### config.mk
export PLATFORM = sky130hd
export DESIGN_NAME = flash_status_error_logic
export DESIGN_NICKNAME = d
export VERILOG_FILES = /design/src/inc/flash_status_pkg.sv /design/src/design/flash_status_error_logic.sv
export VERILOG_INCLUDE_DIRS = /design/src /design/src/inc
export SDC_FILE = /design/constraint.sdc
export NUM_CORES = 1
export LEC_CHECK = 0
export BUFFER_PORTS_ARGS = -buffer_cell sky130_fd_sc_hd__buf_2
export CORE_ASPECT_RATIO = 2
export CORE_MARGIN = 2
export CORE_UTILIZATION = 46
export DETAILED_ROUTE_END_ITERATION = 6
export PLACE_DENSITY = 0.89
export REMOVE_ABC_BUFFERS = 1
export SLEW_MARGIN = 10
export SYNTH_ARGS = -nofsm -noshare
export SYNTH_HDL_FRONTEND = slang
export SYNTH_SLANG_ARGS = --single-unit
### constraint.sdc
create_clock -name sys_clk -period 2.75 [get_ports sys_clk]
set_clock_uncertainty 0.15 [all_clocks]
set_input_delay 0 -clock sys_clk [delete_from_list [all_inputs] [get_ports sys_clk]]
set_output_delay 0 -clock sys_clk [all_outputs]
set_load 0.02 [all_outputs]
### src/inc/flash_status_regs.svh
/*
  command codes, status bit positions and reset values of the flash
  status and error logic. assumes nothing; definitions only.
*/
`ifndef FLASH_STATUS_REGS_SVH
`define FLASH_STATUS_REGS_SVH

`define CMD_READ_ARRAY 8'hff
`define CMD_READ_STATUS 8'h70
`define CMD_CLEAR_STATUS 8'h50
`define CMD_PROGRAM 8'h40
`define CMD_ERASE_SETUP 8'h20
`define CMD_ERASE_CONFIRM 8'hd0

`define STATUS_PROGRAM_FAIL_POS 4
`define STATUS_ERASE_FAIL_POS 5
`define STATUS_READY_POS 7
`define STATUS_RESERVED_VALUE 1'b0
`define READY_RESET 1'b1
`define ERROR_RESET 1'b0
`define BLOCK_SELECT_NONE 2'b00
`define FLAG_SET 1'b1
`define FLAG_CLEAR 1'b0
`define READY_BUSY 1'b0
`define STATUS_WIDTH 8

`endif

### src/inc/flash_status_pkg.sv
/*
  types shared by the flash status and error logic.
  assumes the command codes of flash_status_regs.svh.
*/
package flash_status_pkg;

  typedef enum logic [1:0] {
    CMD_IDLE = 2'b00,
    CMD_WAIT_PROGRAM_DATA = 2'b01,
    CMD_WAIT_ERASE_CONFIRM = 2'b11
  } cmd_state_t;

  typedef enum logic [1:0] {
    OP_NONE = 2'b00,
    OP_PROGRAM = 2'b01,
    OP_ERASE = 2'b11
  } op_kind_t;

  // one bus write into the user rom area
  typedef struct packed {
    logic valid;
    logic [15:0] addr;
    logic [7:0] data;
  } bus_write_t;

  // start request to the flash array engine
  typedef struct packed {
    logic start;
    op_kind_t kind;
    logic [15:0] addr;
    logic [7:0] data;
  } op_start_t;

  // mirror bits of the flash control register
  typedef struct packed {
    logic erase_error_mirror;
    logic program_error_mirror;
    logic seq_ready_mirror;
  } status_mirror_t;

endpackage

### src/design/flash_status_error_logic.sv
/*
  status and error logic of the flash sequencer: decodes byte-wide
  software commands, tracks busy/ready, records failures and command
  sequence errors, and chooses status byte or array data for reads.
  assumes a flash array engine that reports done and fail for each
  started operation, and an address map that says whether an address
  is flash and which block it falls in. all inputs are on sys_clk.
*/
// Summary of operation
// - ready and error bits mirrored into control register
// - after read status, mode a reads give status
// - after program/erase, mode a reads give status
// - ready is 0 while busy, 1 at completion
// - status byte: d4 program, d5 erase, d7 ready
// - clear status zeroes both error flags
// - error flag set blocks program and erase commands
// - sequence error sets both error flags
// - bad command sequence flags sequence error
// - erase second byte not d0h/ffh is error
// - program/erase to block 0 while rewrite disabled is error
// - unmapped or locked target address is error
// - failed erase sets erase error only
// - failed program sets program error only
// - ffh in second cycle cancels, enters read array
`include "flash_status_regs.svh"
`timescale 1ns/1ps
`default_nettype none

module flash_status_error_logic #(
  parameter int ADDR_W = 16
) (
  input wire logic sys_clk,
  input wire logic sys_rst,
  input wire flash_status_pkg::bus_write_t cmd_write,
  input wire logic read_req,
  input wire logic [ADDR_W-1:0] read_addr,
  input wire logic read_addr_user_rom,
  input wire logic [7:0] array_data,
  input wire logic erase_write_mode_a,
  input wire logic rewrite_enable_bit,
  input wire logic block0_rewrite_lock,
  input wire logic block1_rewrite_lock,
  input wire logic target_is_flash,
  input wire logic [1:0] target_block,
  input wire logic op_done,
  input wire logic op_fail,
  output flash_status_pkg::op_start_t op_start,
  output logic [7:0] read_data,
  output logic [7:0] sequencer_status_byte,
  output flash_status_pkg::status_mirror_t flash_control_reg_a,
  output logic cmd_busy
);

  flash_status_pkg::cmd_state_t cmd_state;
  flash_status_pkg::cmd_state_t next_cmd_state;
  flash_status_pkg::op_kind_t op_kind;
  logic status_ready_bit;
  logic status_erase_fail_bit;
  logic status_program_fail_bit;
  logic status_read_mode;
  logic [ADDR_W-1:0] first_addr;
  logic [7:0] read_data_q;
  flash_status_pkg::op_start_t op_start_q;

  // write decode
  wire wr = cmd_write.valid;
  wire [7:0] wdata = cmd_write.data;
  wire in_idle = cmd_state == flash_status_pkg::CMD_IDLE;
  wire in_prog2 = cmd_state == flash_status_pkg::CMD_WAIT_PROGRAM_DATA;
  wire in_erase2 = cmd_state == flash_status_pkg::CMD_WAIT_ERASE_CONFIRM;
  wire any_error = status_erase_fail_bit | status_program_fail_bit;

  wire code_read_array = wdata == `CMD_READ_ARRAY;
  wire code_read_status = wdata == `CMD_READ_STATUS;
  wire code_clear = wdata == `CMD_CLEAR_STATUS;
  wire code_program = wdata == `CMD_PROGRAM;
  wire code_erase_setup = wdata == `CMD_ERASE_SETUP;
  wire code_erase_confirm = wdata == `CMD_ERASE_CONFIRM;

  // rewrite permission of the target block, one entry per lockable block
  localparam int LOCK_BLOCKS = 2;
  logic [LOCK_BLOCKS-1:0] block_lock;
  logic [LOCK_BLOCKS-1:0] block_hit;
  assign block_lock[0] = ~rewrite_enable_bit | block0_rewrite_lock;
  assign block_lock[1] = block1_rewrite_lock;
  genvar k;
  generate
    for (k = 0; k < LOCK_BLOCKS; k++) begin : g_block
      assign block_hit[k] = (target_block == 2'(k)) & block_lock[k];
    end
  endgenerate
  wire block_locked = |block_hit;
  wire target_bad = ~target_is_flash | block_locked;

  // first cycle
  wire status_ready_bit_n = ~status_ready_bit;
  wire idle_wr = wr & in_idle & ~status_ready_bit_n;
  wire first_known = code_read_array | code_read_status | code_clear |
                     code_program | code_erase_setup;
  wire first_bad = wr & in_idle & status_ready_bit & ~first_known;
  wire start_prog_cycle = idle_wr & code_program & ~any_error;
  wire start_erase_cycle = idle_wr & code_erase_setup & ~any_error;

  // second cycle
  wire second_wr = wr & (in_prog2 | in_erase2);
  wire second_cancel = second_wr & code_read_array;
  wire prog_addr_mismatch = cmd_write.addr != first_addr;
  wire prog_seq_bad = in_prog2 & (prog_addr_mismatch | target_bad);
  wire erase_code_bad = in_erase2 & ~code_erase_confirm;
  wire erase_seq_bad = in_erase2 & target_bad;
  wire second_err = second_wr & ~second_cancel &
                    (prog_seq_bad | erase_code_bad | erase_seq_bad);
  wire launch = second_wr & ~second_cancel & ~second_err;
  flash_status_pkg::op_kind_t launch_kind;
  assign launch_kind = in_prog2 ? flash_status_pkg::OP_PROGRAM : flash_status_pkg::OP_ERASE;

  wire seq_error = first_bad | second_err;
  wire clear_cmd = idle_wr & code_clear;
  wire finish = ~status_ready_bit & op_done;
  wire erase_fail = finish & op_fail & (op_kind == flash_status_pkg::OP_ERASE);
  wire prog_fail = finish & op_fail & (op_kind == flash_status_pkg::OP_PROGRAM);

  // command sequencer
  always_comb begin
    next_cmd_state = cmd_state;
    case (cmd_state)
      flash_status_pkg::CMD_IDLE: begin
        if (start_prog_cycle) begin
          next_cmd_state = flash_status_pkg::CMD_WAIT_PROGRAM_DATA;
        end else if (start_erase_cycle) begin
          next_cmd_state = flash_status_pkg::CMD_WAIT_ERASE_CONFIRM;
        end
      end
      flash_status_pkg::CMD_WAIT_PROGRAM_DATA,
      flash_status_pkg::CMD_WAIT_ERASE_CONFIRM: begin
        if (second_wr) begin
          next_cmd_state = flash_status_pkg::CMD_IDLE;
        end
      end
      default: begin
        next_cmd_state = flash_status_pkg::CMD_IDLE;
      end
    endcase
  end

  always_ff @(posedge sys_clk) begin
    if (sys_rst) begin
      cmd_state <= flash_status_pkg::CMD_IDLE;
      first_addr <= '0;
    end else begin
      cmd_state <= next_cmd_state;
      if (start_prog_cycle) begin
        first_addr <= ADDR_W'(cmd_write.addr);
      end
    end
  end

  // busy/ready and operation kind
  logic next_ready;
  flash_status_pkg::op_kind_t next_op_kind;

  always_comb begin
    next_ready = status_ready_bit;
    next_op_kind = op_kind;
    if (launch) begin
      next_ready = `READY_BUSY;
      next_op_kind = launch_kind;
    end else if (finish) begin
      next_ready = `READY_RESET;
      next_op_kind = flash_status_pkg::OP_NONE;
    end
  end

  always_ff @(posedge sys_clk) begin
    if (sys_rst) begin
      status_ready_bit <= `READY_RESET;
      op_kind <= flash_status_pkg::OP_NONE;
    end else begin
      status_ready_bit <= next_ready;
      op_kind <= next_op_kind;
    end
  end

  // error flags: a setting event wins over a clear in the same cycle
  logic next_erase_fail;
  logic next_program_fail;

  always_comb begin
    next_erase_fail = status_erase_fail_bit;
    next_program_fail = status_program_fail_bit;
    if (clear_cmd) begin
      next_erase_fail = `FLAG_CLEAR;
      next_program_fail = `FLAG_CLEAR;
    end
    if (seq_error | erase_fail) begin
      next_erase_fail = `FLAG_SET;
    end
    if (seq_error | prog_fail) begin
      next_program_fail = `FLAG_SET;
    end
  end

  always_ff @(posedge sys_clk) begin
    if (sys_rst) begin
      status_erase_fail_bit <= `ERROR_RESET;
      status_program_fail_bit <= `ERROR_RESET;
    end else begin
      status_erase_fail_bit <= next_erase_fail;
      status_program_fail_bit <= next_program_fail;
    end
  end

  // read mode: status after 70h or a launched operation, array after ffh
  wire enter_status = (idle_wr & code_read_status) | launch;
  wire enter_array = (idle_wr & code_read_array) | second_cancel;

  always_ff @(posedge sys_clk) begin
    if (sys_rst) begin
      status_read_mode <= 1'b0;
    end else if (enter_status) begin
      status_read_mode <= 1'b1;
    end else if (enter_array) begin
      status_read_mode <= 1'b0;
    end
  end

  // status byte assembly
  wire [7:0] status_byte;
  genvar b;
  generate
    for (b = 0; b < `STATUS_WIDTH; b++) begin : g_status
      if (b == `STATUS_READY_POS) begin : g_rdy
        assign status_byte[b] = status_ready_bit;
      end else if (b == `STATUS_ERASE_FAIL_POS) begin : g_ers
        assign status_byte[b] = status_erase_fail_bit;
      end else if (b == `STATUS_PROGRAM_FAIL_POS) begin : g_prg
        assign status_byte[b] = status_program_fail_bit;
      end else begin : g_rsv
        assign status_byte[b] = `STATUS_RESERVED_VALUE;
      end
    end
  endgenerate

  // read path
  wire show_status = erase_write_mode_a & status_read_mode & read_addr_user_rom;
  wire [7:0] next_read_data = show_status ? status_byte : array_data;
  wire [ADDR_W-1:0] unused_read_addr = read_addr;

  always_ff @(posedge sys_clk) begin
    if (sys_rst) begin
      read_data_q <= '0;
    end else if (read_req) begin
      read_data_q <= next_read_data;
    end
  end

  // start request to the array engine
  always_ff @(posedge sys_clk) begin
    if (sys_rst) begin
      op_start_q <= '0;
    end else begin
      op_start_q.start <= launch;
      op_start_q.kind <= launch_kind;
      op_start_q.addr <= cmd_write.addr;
      op_start_q.data <= wdata;
    end
  end

  assign op_start = op_start_q;
  assign read_data = read_data_q;
  assign sequencer_status_byte = status_byte;
  assign flash_control_reg_a.seq_ready_mirror = status_ready_bit;
  assign flash_control_reg_a.erase_error_mirror = status_erase_fail_bit;
  assign flash_control_reg_a.program_error_mirror = status_program_fail_bit;
  assign cmd_busy = ~status_ready_bit;

endmodule

`default_nettype wire

* After elaboration in Yosys (flattened, before gate mapping)
Index checks and enable logic that the tools add are counted.
Word-level totals: logic and storage cells 100, memory bits (read-only) 0, bits of input ports 62, output and inout bits 47, memory bits (writable) 0, memories kept 0, latch bits 0, register bits after elaboration 59
Operators by class: muxes and demuxes 15, shift operators 0, add/subtract/negate cells 0, bitwise logic cells 50, eq/ne operators 14, reductions and logical operators 9, div/mod/pow operators 0, multiply operators 0, magnitude comparators 0
Operators by type and width (count):
- 1-bit bitwise AND | 26
- 8-bit by 7-bit == test with 1-bit output, second input constant | 3
- 8-bit == test, second input constant | 2
- 16-bit inequality test | 1
- 1-bit OR | 16
- 2-bit 2-to-1 mux | 6
- 8-bit by 6-bit == test with 1-bit output, second input constant | 1
- 8-bit 2-to-1 mux | 1
- 1-bit NOT | 8
- 2-bit nonzero test | 4
- 1-bit 2-to-1 mux | 7
- 2-bit by 1-bit == test with 1-bit output, second input constant | 3
- 2-bit == test, second input constant | 2
- 2-bit logical NOT | 2
- 2-bit case mux with 2 select lines | 1
- 2-bit OR reduction | 2
- 3-bit by 1-bit inequality test with 1-bit output, second input constant | 1
- 2-bit inequality test, second input constant | 1
- 2-bit AND reduction | 1

* Logic depth before layout (Yosys ltp)
depth after elaboration 14, mapped depth 6, gate-level depth less buffers 5

* Worst setup path before layout
OpenSTA, ideal clock, no wires.
path kind reg-to-reg, start register cmd_state[1], end register first_addr[10], data arrival time 1726 ps, slack 747 ps, cell stages (with the launch flop) 7, clock period less this slack 2003 ps, buffers on the path 1, path through dfxtp_1 -> or4bb_4 -> nor4_4 -> nand3_4 -> buf_6 -> mux2i_1 -> nor2_1
Between the ends: cells in the longest elaborated chain, start to end 5
RTL lines:
- start: declaration | line flash_status_error_logic.sv:54 | flash_status_pkg::cmd_state_t cmd_state;
- start signal: assignment | line flash_status_error_logic.sv:148 | cmd_state <= flash_status_pkg::CMD_IDLE;
- start signal: assignment | line flash_status_error_logic.sv:151 | cmd_state <= next_cmd_state;
- 2-bit logical NOT | line flash_status_error_logic.sv:68 | wire in_idle = cmd_state == flash_status_pkg::CMD_IDLE;
- 1-bit bitwise AND (2 in a row) | line flash_status_error_logic.sv:97 | wire idle_wr = wr & in_idle & ~status_ready_bit_n;
- 1-bit bitwise AND (2 in a row) | line flash_status_error_logic.sv:101 | wire start_prog_cycle = idle_wr & code_program & ~any_error;
- end signal: assignment | line flash_status_error_logic.sv:153 | first_addr <= ADDR_W'(cmd_write.addr);
- end: declaration | line flash_status_error_logic.sv:61 | logic [ADDR_W-1:0] first_addr;
No other way between the ends. A chain may end at the register's enable or synchronous reset.

* Worst setup path after layout
start register status_read_mode, end register read_data_q[0] (netlist: read_data[0])
Between the ends: cells in the longest elaborated chain, start to end 3
RTL lines:
- start: declaration | line flash_status_error_logic.sv:60 | logic status_read_mode;
- start signal: assignment | line flash_status_error_logic.sv:219 | status_read_mode <= 1'b0;
- start signal: assignment | line flash_status_error_logic.sv:221 | status_read_mode <= 1'b1;
- start signal: assignment | line flash_status_error_logic.sv:223 | status_read_mode <= 1'b0;
- 1-bit bitwise AND (2 in a row) | line flash_status_error_logic.sv:245 | wire show_status = erase_write_mode_a & status_read_mode & read_addr_user_rom;
- 8-bit 2-to-1 mux | line flash_status_error_logic.sv:246 | wire [7:0] next_read_data = show_status ? status_byte : array_data;
- end signal: assignment | line flash_status_error_logic.sv:253 | read_data_q <= next_read_data;
- end: declaration | line flash_status_error_logic.sv:62 | logic [7:0] read_data_q;
No other way between the ends.

==> flow_summary.toml <==
[timing]
drv_slew = 0
finalSetupViolCount = 0
tightest_slew_ps = 704
relSlewSlack = 0.531
setup_ws_ps = 417
timing.fmax_mhz = 429
hold_viol = 0
rsz0062_at_grt = "false"
tns_ps = 0
period_minus_slack_ps = 2330
period_share = 0.848

[worst_setup_path]
slowest_stage = "dlygate4sd3_1"
cp.required_ps = 2820
cp_max_fo = 9
crit_buf_inv = 2
critPathKind = "flip-flop to flip-flop"
cp_cell_sequence = "nand3_1 > nand3_1 > dlygate4sd3_1 > a21oi_1 > dlygate4sd3_1"
critPathLaunchType = "flip-flop"
critPathCaptureType = "flip-flop"
slowest_delay_ps = 590
critPathTopFamily = "buffers and inverters"
arrival_ps = 2400

[min_path]
hold_path_class = "input port to flip-flop"

[floorplanning]
rows = 37
die_w_um = 55.0
start_util = 0.470
io-pin-count = 109
fp.dieH_um = 106
core_area_sq_um = 5090
die-area_sq_um = 5830

[grt]
grt_max_degree = 42
grt_antenna_before_repair = 0
grt_pass1_wl_mm = 9.40
grt_pass1_vias = 2207
grt_use_total = 0.226
overflow = 0

[clock_network]
cts_setup_buffers = 0
path_clk_slew_ps = 60
cts.sinks = 59
clockBufferDepth = 2
root_buffer = "clkbuf_8"
cts_made_buffers = 9
cts_tree = "built"
clock_latency_ps = 340
htree_levels = 3

[power]
ir_worst_vdd_v = 0.000383
p_leak_nw = 1.71
powerDensity_nw_per_um2 = 556

[synth]
synthCells = 244
yosys_warnings = 0
synth_cell_types = 43
yosysSeqAreaShare = 0.493
synth_area_sq_um = 2390
synthArstFlopShare = 0
synth_edf_count = 0
synthFlopType = "dfxtp_1"
synth-seq-cells = 59
avgSynthCellArea_sq_um = 9.81

[run_status]
outcome = "completed"

[place]
port_buffers = 87
hpwl_mm = 4.05
place_area_sq_um = 2800
dp_slack_ps = 547
gp_congestion = 0.804
placed_cells = 374

[detailed_routing]
ant_nets = 0
routed_via_density = 5.14
vias = 2232
routed_wl_mm = 6.20
wl_per_cell_um = 14.3
drc = 0
drtIter0Drc = 46
first_pass_iters = 5

[layout]
fillers = 380
final-instance-count-excl-fill = 434
drive_gt1_frac = 0.287
layout.nets = 434
antenna_cells = 0
seqCellArea_sq_um = 1180
utilization = 0.677
multiInputGateArea_sq_um = 1060
syn_to_final_growth_pct = 43.9
stdcell_area_sq_um = 3450

[run]
maxCapViolCount = 0
synthesized netlist by cell type (2+ instances only):
library cell  count  share of area
buf_2             2         0.0042
mux2i_1          18          0.075
clkbuf_1          6         0.0094
nor2_1           30          0.047
a211oi_1          3         0.0094
nand2_1           3         0.0047
nor2b_1          23          0.060
buf_4            11          0.034
a22oi_1           2         0.0063
dfxtp_1          59           0.49
nand4_1           2         0.0052
nor3_1            3         0.0063
a41oi_1           2         0.0073
inv_1             9          0.014
nand2b_1          6          0.016
a21oi_1           9          0.019
a31oi_1           3         0.0078
nor4_1            4          0.010
nand3_1           9          0.019
xor2_1           17          0.062
logic make-up after synthesis:
kind of cell	share of synthesized area
AO/OA/AOI/OAI	0.0794
XOR/XNOR	0.0622
multiplexers	0.0799
buffers and inverters	0.0684
flip-flops	0.493
other	0.00157
AND/OR/NAND/NOR	0.215
layer usage:
metal | share of wire | up-vias | track usage
li1 | - | 1064 | -
met1 | 0.33 | 1033 | 0.185
met2 | 0.55 | 105 | 0.415
met3 | 0.073 | 30 | 0.0716
met4 | 0.043 | 0 | 0.143
met5 | 0 | - | 0
cell type report:
class	instances	share of cell area
timing repair buffer	134	0.261
inverter	9	0.00980
multi-input combinational	159	0.309
tap	58	0.0211
clock inverter	2	0.0102
clock buffer	13	0.0461
sequential	59	0.343
sequential cells by signal, indices dropped and copies added, names as in the netlist:
signal,flops
read_data,8
op_start,27
cmd_state,2
status_program_fail_bit,1
first_addr,16
status_ready_bit,1
status_erase_fail_bit,1
op_kind,2
status_read_mode,1
timing repair:
item                                    4_1_cts  5_1_grt
hold buffers                                 45        0
endpoints found under the setup margin        0        0
resized for setup                             0        0
endpoints found under the hold margin        53        0
worst paths after layout:
check | start | to | slack, ps | cells after the start
max | status_read_mode | read_data[0] | 420 | 5
min | read_req | read_data[1] | 40 | 3
max reg2reg | status_read_mode | read_data[0] | 420 | 5
min reg2reg | read_data[1] | read_data[1] | 340 | 2
cells in the final DEF (no fill, tap or decap), types with 2 or more instances in the layout:
cell	synthesis	final
nor3_1	3	3
conb_1	1	5
a211oi_1	3	3
xor2_1	17	17
buf_2	2	87
dfxtp_1	59	59
nand2b_1	6	6
clkbuf_1	6	2
mux2i_1	18	18
nand3_1	9	9
nor2b_1	23	23
a31oi_1	3	3
buf_4	11	2
nand2_1	3	3
dlygate4sd3_1	0	45
a21oi_1	9	9
inv_1	9	9
a22oi_1	2	2
clkbuf_8	0	11
nand4_1	2	2
a41oi_1	2	2
nor2_1	30	30
nor4_1	4	4
through the flow:
| step | hold WS [ps] | total power [W] |
|---|---|---|
| CTS | 3.55 | 0.00193 |
| detailed placement | 100 | 0.00111 |
| global route | 46.5 | 0.00199 |
| global placement | 97.9 | 0.00111 |
| finish | 40.8 | 0.00192 |
| floorplan | -83.3 | 0.00101 |
worst min-delay path, delay by kind of cell:
kind            cells  cell delay (ps)
buf+inv             1              250
compound gates      1               60
simple gates        1              150
where the power goes:
part	total [W]	switching, W	leakage [nW]	internal (W)
Sequential	0.000897	0.0000120	0.485	0.000885
Combinational	0.000253	0.000136	1.13	0.000117
Clock	0.000768	0.000306	0.0995	0.000462
Total	0.00192	0.000454	1.71	0.00146
Power figures use the tool's default switching activity.
